$ cat config.mk
export PLATFORM = sky130hd
export DESIGN_NAME = adc_seq_readout
export DESIGN_NICKNAME = d
export VERILOG_FILES = /design/src/include/adc_seq_pkg.sv /design/src/hw/pin_sync.sv /design/src/hw/result_bank.sv /design/src/hw/adc_seq_readout.sv
export SDC_FILE = /design/constraint.sdc
export NUM_CORES = 1
export LEC_CHECK = 0
export ABC_CLOCK_PERIOD_IN_PS = 4440
export BUFFER_PORTS_ARGS = -buffer_cell sky130_fd_sc_hd__buf_2
export CORE_UTILIZATION = 55
export CTS_BUF_LIST = sky130_fd_sc_hd__clkbuf_8
export CTS_CLUSTER_SIZE = 24
export DETAILED_ROUTE_END_ITERATION = 10
export GPL_ROUTABILITY_DRIVEN = 0
export HOLD_SLACK_MARGIN = 0.02
export PLACE_DENSITY = 0.85
export REMOVE_ABC_BUFFERS = 1
export SKIP_CTS_REPAIR_TIMING = 1
export SLEW_MARGIN = 10
export SYNTH_ARGS = -nofsm -noshare
export SYNTH_HDL_FRONTEND = slang
export SYNTH_HIERARCHICAL = 1
export SYNTH_SLANG_ARGS = --single-unit
$ cat constraint.sdc
create_clock -name ref_clk -period 4.44 [get_ports ref_clk]
set_input_delay 0.222 -clock ref_clk [delete_from_list [all_inputs] [get_ports ref_clk]]
set_output_delay 0.222 -clock ref_clk [all_outputs]
set_load 0.02 [all_outputs]
$ cat src/include/adc_seq_pkg.sv
// Shared constants and types for the simultaneous-sampling converter sequencer.
package adc_seq_pkg;
	// Clock and timing figures.
	localparam int CLK_PERIOD_NS = 50;
	localparam int CONV_TIME_NS  = 2400;
	localparam int EOC_LOW_NS    = 150;
	// Cycle counts derived from the figures above, rounded up.
	localparam int CONV_CYC = (CONV_TIME_NS + CLK_PERIOD_NS - 1) / CLK_PERIOD_NS;
	localparam int EOC_CYC  = (EOC_LOW_NS + CLK_PERIOD_NS - 1) / CLK_PERIOD_NS;
	// Widths and counts.
	localparam int RESULT_W = 14;
	localparam int NUM_CH   = 4;
	localparam int PTR_W    = 2;
	localparam int CNT_W    = 6;
	localparam int EOC_W    = 2;
	localparam int SYNC_W   = 8;
	// Positions of the pins inside the synchroniser vector.
	localparam int SYN_START = 0;
	localparam int SYN_CS    = 1;
	localparam int SYN_RD    = 2;
	localparam int SYN_SRC   = 3;
	localparam int SYN_SEL   = 4;
	// Values after reset, and the last counts of the two timers.
	localparam logic [SYNC_W-1:0]   SYNC_RST   = 8'h07;
	localparam logic [PTR_W-1:0]    PTR_RST    = 2'h0;
	localparam logic [RESULT_W-1:0] RESULT_RST = 14'h0000;
	localparam logic [CNT_W-1:0]    CNT_LAST   = 6'(CONV_CYC - 1);
	localparam logic [EOC_W-1:0]    EOC_LAST   = 2'(EOC_CYC - 1);
	// Sequencer states.
	typedef enum logic {
		SEQ_IDLE,
		SEQ_CONV
	} seq_state_t;
endpackage

$ cat src/hw/pin_sync.sv
// Two-stage synchroniser for a group of asynchronous pins.
`timescale 1ns/1ps
module pin_sync #(
	parameter int                W       = 8,
	parameter logic [W-1:0]      RST_VAL = '0
) (
	// Clock and reset.
	input  wire logic         ref_clk,
	input  wire logic         resetn,
	// Raw pins and their synchronised copies.
	input  wire logic [W-1:0] pin_in,
	output logic      [W-1:0] pin_sync_out
);
	// First stage; only the second stage reads it, so metastability cannot spread.
	logic [W-1:0] meta_q;
	// Each bit gets its own pair of flip-flops.
	for (genvar i = 0; i < W; i++) begin : g_bit
		always_ff @(posedge ref_clk) begin
			if (!resetn) begin
				meta_q[i]       <= RST_VAL[i];
				pin_sync_out[i] <= RST_VAL[i];
			end else begin
				meta_q[i]       <= pin_in[i];
				pin_sync_out[i] <= meta_q[i];
			end
		end
	end
endmodule // pin_sync

$ cat src/hw/result_bank.sv
// Four output data registers holding the results of one conversion sequence.
`timescale 1ns/1ps
module result_bank (
	// Clock and reset.
	input  wire logic                                   ref_clk,
	input  wire logic                                   resetn,
	// Write side, used at the end of each conversion.
	input  wire logic                                   wr_en,
	input  wire logic [adc_seq_pkg::PTR_W-1:0]          wr_idx,
	input  wire logic [adc_seq_pkg::RESULT_W-1:0]       wr_data,
	// Read side, addressed by the read pointer.
	input  wire logic [adc_seq_pkg::PTR_W-1:0]          rd_idx,
	output logic      [adc_seq_pkg::RESULT_W-1:0]       rd_data
);
	// The result storage itself.
	logic [adc_seq_pkg::RESULT_W-1:0] mem_q [adc_seq_pkg::NUM_CH];

	// Store a new result; old results stay until overwritten so they can be reread.
	always_ff @(posedge ref_clk) begin
		if (!resetn) begin
			for (int i = 0; i < adc_seq_pkg::NUM_CH; i++) begin
				mem_q[i] <= adc_seq_pkg::RESULT_RST;
			end
		end else if (wr_en) begin
			mem_q[wr_idx] <= wr_data;
		end
	end

	// Plain combinational read; the caller registers the bus value.
	assign rd_data = mem_q[rd_idx];
endmodule // result_bank

$ cat src/hw/adc_seq_readout.sv
// Conversion sequencer and circular result readout for a four-channel sampling converter.
`timescale 1ns/1ps
module adc_seq_readout (
	// Clock and reset.
	input  wire logic                                   ref_clk,
	input  wire logic                                   resetn,
	// Conversion control pins.
	input  wire logic                                   conversion_start_n,
	input  wire logic                                   hw_sw_select,
	input  wire logic [adc_seq_pkg::NUM_CH-1:0]         channel_select_pins,
	input  wire logic [adc_seq_pkg::NUM_CH-1:0]         sw_channel_mask,
	// Parallel read bus pins.
	input  wire logic                                   chip_select_n,
	input  wire logic                                   read_strobe_n,
	output logic      [adc_seq_pkg::RESULT_W-1:0]       data_bus_out,
	output logic                                        data_bus_oe,
	// Status pins.
	output logic                                        end_of_conv_n,
	output logic                                        busy,
	output logic                                        first_word_flag,
	// Converter core.
	input  wire logic [adc_seq_pkg::RESULT_W-1:0]       core_result,
	output logic                                        track_hold,
	output logic      [adc_seq_pkg::PTR_W-1:0]          conv_channel
);
	// All sequencer state in one record.
	typedef struct packed {
		adc_seq_pkg::seq_state_t             st;         // Sequencer state.
		logic [adc_seq_pkg::CNT_W-1:0]       cnt;        // Conversion timer.
		logic [adc_seq_pkg::EOC_W-1:0]       eoc_cnt;    // Low time of the end pulse.
		logic [adc_seq_pkg::NUM_CH-1:0]      mask;       // Latched channel mask.
		logic [adc_seq_pkg::PTR_W-1:0]       chan;       // Channel being converted.
		logic [2:0]                          stored;     // Results done this sequence.
		logic [2:0]                          total;      // Channels selected.
		logic [adc_seq_pkg::PTR_W-1:0]       ptr;        // Read pointer.
		logic                                pend;       // Deferred pointer advance.
		logic                                eoc_n;      // End-of-conversion pin.
		logic                                busy;       // Busy pin.
		logic                                first;      // First-word flag pin.
		logic                                hold;       // Track/hold control.
		logic                                start_prev; // Start pin one cycle ago.
		logic                                rd_act;     // Select and strobe both low.
		logic                                oe;         // Data bus enable.
		logic [adc_seq_pkg::RESULT_W-1:0]    dout;       // Data bus value.
	} seq_reg_t;

	seq_reg_t                               q;          // Registered state.
	seq_reg_t                               d;          // Next state.
	logic [adc_seq_pkg::SYNC_W-1:0]         pins_s;     // Synchronised pins.
	logic                                   start_s;    // Synchronised start pin.
	logic                                   cs_s;       // Synchronised chip select.
	logic                                   rd_s;       // Synchronised read strobe.
	logic                                   src_s;      // Synchronised source select.
	logic [adc_seq_pkg::NUM_CH-1:0]         sel_s;      // Synchronised select pins.
	logic [adc_seq_pkg::NUM_CH-1:0]         new_mask;   // Mask offered at a start.
	logic                                   start_edge; // Rising start edge seen.
	logic                                   start_take; // Start accepted.
	logic                                   rd_edge;    // Rising strobe ending a read.
	logic                                   complete;   // A conversion ends this cycle.
	logic [adc_seq_pkg::RESULT_W-1:0]       bank_rdata; // Register at the pointer.

	// Every pin except sw_channel_mask, core_result and resetn passes two flip-flops before any logic sees it.
	pin_sync #(
		.W       (adc_seq_pkg::SYNC_W),
		.RST_VAL (adc_seq_pkg::SYNC_RST)
	) u_sync (
		.ref_clk      (ref_clk),
		.resetn       (resetn),
		.pin_in       ({channel_select_pins, hw_sw_select, read_strobe_n, chip_select_n, conversion_start_n}),
		.pin_sync_out (pins_s)
	);

	assign start_s = pins_s[adc_seq_pkg::SYN_START];
	assign cs_s    = pins_s[adc_seq_pkg::SYN_CS];
	assign rd_s    = pins_s[adc_seq_pkg::SYN_RD];
	assign src_s   = pins_s[adc_seq_pkg::SYN_SRC];
	assign sel_s   = pins_s[adc_seq_pkg::SYN_SEL +: adc_seq_pkg::NUM_CH];

	// The output registers; a result is written in the cycle the end pulse is launched.
	result_bank u_bank (
		.ref_clk (ref_clk),
		.resetn  (resetn),
		.wr_en   (complete),
		.wr_idx  (q.stored[adc_seq_pkg::PTR_W-1:0]),
		.wr_data (core_result),
		.rd_idx  (q.ptr),
		.rd_data (bank_rdata)
	);

	// Lowest selected channel at or above a given one; four means none is left.
	function automatic logic [2:0] find_ch(input logic [3:0] m, input logic [2:0] lo);
		logic [2:0] r;
		r = 3'h4;
		for (int i = 3; i >= 0; i--) begin
			if (m[i] && 3'(i) >= lo) begin
				r = 3'(i);
			end
		end
		return r;
	endfunction

	// Events decoded from the current state and the synchronised pins.
	always_comb begin
		new_mask   = src_s ? sw_channel_mask : sel_s;
		start_edge = !q.start_prev && start_s;
		start_take = start_edge && !q.busy && new_mask != 4'h0;
		rd_edge    = q.rd_act && rd_s;
		complete   = q.st == adc_seq_pkg::SEQ_CONV && q.cnt == adc_seq_pkg::CNT_LAST;
	end

	// Next-state logic; the completion is applied before the read so a read in the
	// same cycle already sees the new result as valid.
	always_comb begin
		logic [2:0] ch;
		ch = 3'h0;
		d = q;
		d.start_prev = start_s;
		d.rd_act     = !cs_s && !rd_s;
		// The bus is enabled only while both select and strobe are low.
		d.oe   = !cs_s && !rd_s;
		d.dout = bank_rdata;
		// Finish the end-of-conversion low time.
		if (!q.eoc_n) begin
			if (q.eoc_cnt == adc_seq_pkg::EOC_LAST) begin
				d.eoc_n = 1'b1;
			end else begin
				d.eoc_n   = 1'b0;
				d.eoc_cnt = q.eoc_cnt + 2'h1;
			end
		end
		if (q.st == adc_seq_pkg::SEQ_IDLE) begin
			// A start freezes every channel and latches the mask.
			if (start_take) begin
				ch      = find_ch(new_mask, 3'h0);
				d.st    = adc_seq_pkg::SEQ_CONV;
				d.mask  = new_mask;
				d.total = {2'h0, new_mask[0]} + {2'h0, new_mask[1]}
				        + {2'h0, new_mask[2]} + {2'h0, new_mask[3]};
				d.chan   = ch[1:0];
				d.cnt    = '0;
				d.stored = 3'h0;
				d.pend   = 1'b0;
				d.busy   = 1'b1;
				d.hold   = 1'b1;
			end
		end else begin
			d.cnt = q.cnt + 6'h01;
			if (complete) begin
				d.cnt     = '0;
				d.eoc_n   = 1'b0;
				d.eoc_cnt = '0;
				d.stored  = q.stored + 3'h1;
				if (q.stored == 3'h0) begin
					// Pointer and flag move just as the first pulse starts.
					d.ptr   = adc_seq_pkg::PTR_RST;
					d.first = 1'b1;
				end else if (q.pend) begin
					// An earlier read was waiting for this result.
					d.ptr   = q.ptr + 2'h1;
					d.pend  = 1'b0;
					d.first = 1'b0;
				end
				ch = find_ch(q.mask, {1'b0, q.chan} + 3'h1);
				if (d.stored == q.total) begin
					// Busy falls together with the last pulse.
					d.st   = adc_seq_pkg::SEQ_IDLE;
					d.busy = 1'b0;
					d.hold = 1'b0;
				end else begin
					d.chan = ch[1:0];
				end
			end
		end
		// Pointer movement at the end of a read.
		if (rd_edge) begin
			if (d.stored != 3'h0 && d.stored == d.total && {1'b0, d.ptr} == d.stored - 3'h1) begin
				// The last result was read; wrap so the next read sees the first.
				d.ptr   = adc_seq_pkg::PTR_RST;
				d.first = 1'b1;
				d.pend  = 1'b0;
			end else if ({1'b0, d.ptr} + 3'h1 < d.stored) begin
				d.ptr   = d.ptr + 2'h1;
				d.first = 1'b0;
			end else if (d.busy && d.stored != 3'h0) begin
				// Next result not ready yet; remember one advance only.
				d.pend = 1'b1;
			end
		end
	end

	// State register; the flag simply starts low, the host must not trust it yet.
	always_ff @(posedge ref_clk) begin
		if (!resetn) begin
			q            <= '0;
			q.st         <= adc_seq_pkg::SEQ_IDLE;
			q.eoc_n      <= 1'b1;
			q.start_prev <= 1'b1;
			q.first      <= 1'b0;
		end else begin
			q <= d;
		end
	end

	// Every output comes straight from the state register.
	assign data_bus_out    = q.dout;
	assign data_bus_oe     = q.oe;
	assign end_of_conv_n   = q.eoc_n;
	assign busy            = q.busy;
	assign first_word_flag = q.first;
	assign track_hold      = q.hold;
	assign conv_channel    = q.chan;

	// Assertion timing in cycles.
	localparam int CONV_D  = adc_seq_pkg::CONV_CYC;
	localparam int FIRST_D = adc_seq_pkg::CONV_CYC + 1;
endmodule // adc_seq_readout

==> metrics.md <==
| Metric | Value |
|---|---|
| Result of the run | finished, final reports clean |
| R2r endpoint | q[23] |
| CTS Buf Count | 17 |
| Final setup violation count | 0 |
| Total power | 2.284 mW |
| Die area | 10090 um2 |
| Die X | 100.4 um |
| Count of clock tree sinks | 115 |
| Antenna cell count | 0 |
| Post-layout nets | 535 |
| Series of cell instances along the critical path | mux2_2, inv_1, ha_1, or4bb_1, nand3_1, a311oi_1, ha_1, and2_1, a221o_1, a221o_1, o41ai_2, nor3_1 |
| Reg clk slew, reported paths | 80 ps |
| Ys Warns | 6 |
| Initial drt markers | 307 |
| Register area share after synthesis | 53.72% |
| Worst-Margin Slew | 1073 ps |
| Total global routing overflow | 0 |
| Worst setup path startpoint | u_sync/pin_sync_out[3] |
| Remaining number of nets flagged by the antenna check after routing | 0 |
| Post-Synthesis Mean Instance Area | 11.84 um2 |
| LEAKAGE | 2.381 nW |
| Achievable frequency | 245.5 MHz |
| Total wire length after detailed routing | 10720 um |
| Worst hold slack across all endpoints | 98.77 ps |
| Worst path required time | 4730 ps |
| Top area cells in the synthesized netlist | edfxtp_1 32%, dfxtp_1 22%, and2_1 7.2% |
| CP max-delay cell | a311oi_1 |
| Tmin final | 4074 ps |
| Max incr delay on CP | 830 ps |
| Number of storage elements in the synthesis netlist | 115 |
| Share of synthesized flip-flops with an asynchronous set or reset | 0% |
| Fraction of the core area covered by cells at the end of the flow | 64.45% |
| Count of H-tree levels built during CTS | 4 |
| Kind of critical path | register to register |
| Total via count after detailed routing | 3627 |
| Pre-Repair DR Iteration Count | 7 |
| Fill cell total of the finished layout | 669 |
| Critical register-to-register path startpoint | u_sync/pin_sync_out[3] |
| Port bufs | 48 |
| Final setup TNS | 0 ps |
| Number of enable-type register cells in the synthesized netlist | 56 |
| Total power divided by cell area | 379.8 nW/um2 |
| Length in cells of the worst reg-to-reg path | 12 |
| Post-Synthesis Cell Area | 5329 um2 |
| Worst Clk Skew | 15.03 ps |
| End of the critical path | q[23] |
| Overall routing resource usage | 22.25% |
| Worst Path Max Fanout | 8 |
| Largest area contributor in the synthesized netlist | edfxtp_1 |
| Boundary pin count | 49 |
| TritonCTS clock tree | done |
| Pin count of the biggest net entering global routing | 38 |
| Arrival time at the worst endpoint | 4360 ps |
| Effective utilization at floorplan | 57.13% |
| Count of placed standard cells in the final layout, fillers left out | 635 |
| Setup repair after global routing missed its margin | false |
| DRC violation count after routing | 0 |
| Final Slew Violations | 0 |
| Final-report hold violation count | 0 |
| Area fraction of the dominant cell type after synthesis | 31.56% |
| DPL Wire Length | 6769 um |
| Slew HR | 28.34% |
| Post-synth top flop | dfxtp_1 |
| Clock Tree Buf Depth | 2 |
| First-pass GRT wire length | 16760 um |
| Max Cap Viol | 0 |
| Fraction of layout instances using a drive strength above 1 | 21.54% |
| Worst-case register-to-register setup slack | 370 ps |
| Die height | 100.4 um |
| Netlist cell types | 66 |
| Path category of the worst min-delay check | primary input to register |
| Post-DR wirelength/cell | 16.89 um |
| Layout-stage area growth over the synthesis result | 12.82% |
| Clock tree root buffer cell | clkbuf_8 |
| Dpl cells | 595 |
| Gate count of the mapped netlist | 450 |
| Fraction of the cycle the final worst path needs | 91.75% |
| Clock insertion delay at the later pin of the skew report | 430 ps |
| Critical Path Source Type | register |
| Type of destination of the critical path | register |
| Antenna violations before repair | 0 |
| Via density per instance | 5.712 |
| Via count of the first global-routing pass | 3582 |
| Standard cell core area | 9328 um2 |
| Worst IR drop on VDD | 0.2346 mV |
| Number of cell rows | 35 |
## critical path: cells and delay by family, from the launching register on
kind	cells	cell delay [ps]
adder cells (fa/ha/maj)	2	600
AO/OA/AOI/OAI	4	1840
buffers and inverters	1	60
multiplexers	1	260
flip-flops	1	500
AND/OR/NAND/NOR	4	680
## layout make-up
| type | instances | area (um2) | share of cell area (%) |
|---|---|---|---|
| inverters | 14 | 52.55 | 0.8741 |
| clock inverters | 15 | 177.7 | 2.955 |
| flip-flops and latches | 115 | 2863 | 47.62 |
| repair buffers | 60 | 350.3 | 5.827 |
| well taps | 129 | 161.4 | 2.685 |
| clock buffers | 17 | 234.0 | 3.892 |
| multi-input cells | 285 | 2173 | 36.15 |
## power breakdown
| group | leakage, nW | switching [mW] | internal, mW |
|---|---|---|---|
| logic | 1.17 | 0.0619 | 0.0487 |
| registers | 1.01 | 0.0138 | 1.15 |
| clock network | 0.199 | 0.450 | 0.559 |
## worst min path at each step
| stage | slack [ps] | cells after the start | start | to |
|---|---|---|---|---|
| floorplan | 300 | 1 | resetn | q[16] |
| global placement | 380 | 1 | u_sync/pin_sync_out[1] | data_bus_oe |
| detailed placement | 390 | 1 | u_sync/pin_sync_out[1] | data_bus_oe |
| CTS | -40 | 2 | conversion_start_n | u_sync/meta_q[0] |
| global route | 100 | 2 | core_result[7] | u_bank/mem_q[0][7] |
| finish | 100 | 2 | core_result[1] | u_bank/mem_q[1][1] |
## cells by family (layout without fill, tap and decap cells)
| group | Yosys count | after routing | share of synthesized area, % |
|---|---|---|---|
| xor gates and xnor gates | 8 | 8 | 1.573 |
| muxes | 25 | 25 | 8.406 |
| DFF | 115 | 115 | 53.72 |
| buffers and inverters | 50 | 106 | 5.588 |
| and+or+nand+nor | 183 | 183 | 20.05 |
| adders and majority gates | 14 | 14 | 3.428 |
| AOI/OAI and AO/OA | 55 | 55 | 7.232 |
## Yosys cell counts (all sizes together) (5+ instances only)
master	number
clkbuf	11
a21oi	13
and3	16
or2b	6
o21ai	11
mux2i	8
ha	13
and2	68
nand3	5
nand2	16
inv	13
nor2	34
dfxtp	59
nor3	9
xnor2	5
buf	25
mux4	14
edfxtp	56
## cells in the final DEF, fill, tap and decap left out, drive strengths merged, types with 9 or more instances in the layout
master	instances
a21oi	13
and2	68
and3	16
buf	52
clkbuf	17
dfxtp	59
edfxtp	56
ha	13
inv	18
mux4	14
nand2	16
nor2	34
nor3	9
o21ai	11
## state kept, by name, indices dropped and copies added (netlist names)
register / count
first_word_flag: 1
data_bus_oe: 1
conv_channel: 2
u_sync/meta_q: 8
u_bank/mem_q: 56
busy: 1
end_of_conv_n: 1
track_hold: 1
q: 22
data_bus_out: 14
u_sync/pin_sync_out: 8
## routing by layer
layer	GRT usage (%)	share of wire [%]	up-vias	routed length, um
li1	-	-	1692	-
met1	25.93	40	1758	4293
met2	37.46	51	142	5499
met3	5.501	6.0	35	641
met4	12.93	2.7	0	289
met5	0	0	-	0
## stage by stage
stage	setup WS (ps)	area, um2
floorplan	848.1	5084
global placement	691.7	5520
detailed placement	489.2	5520
CTS	421.6	5932
global route	33.24	6012
finish	366.5	6012
(Power assumes the default switching activity.)
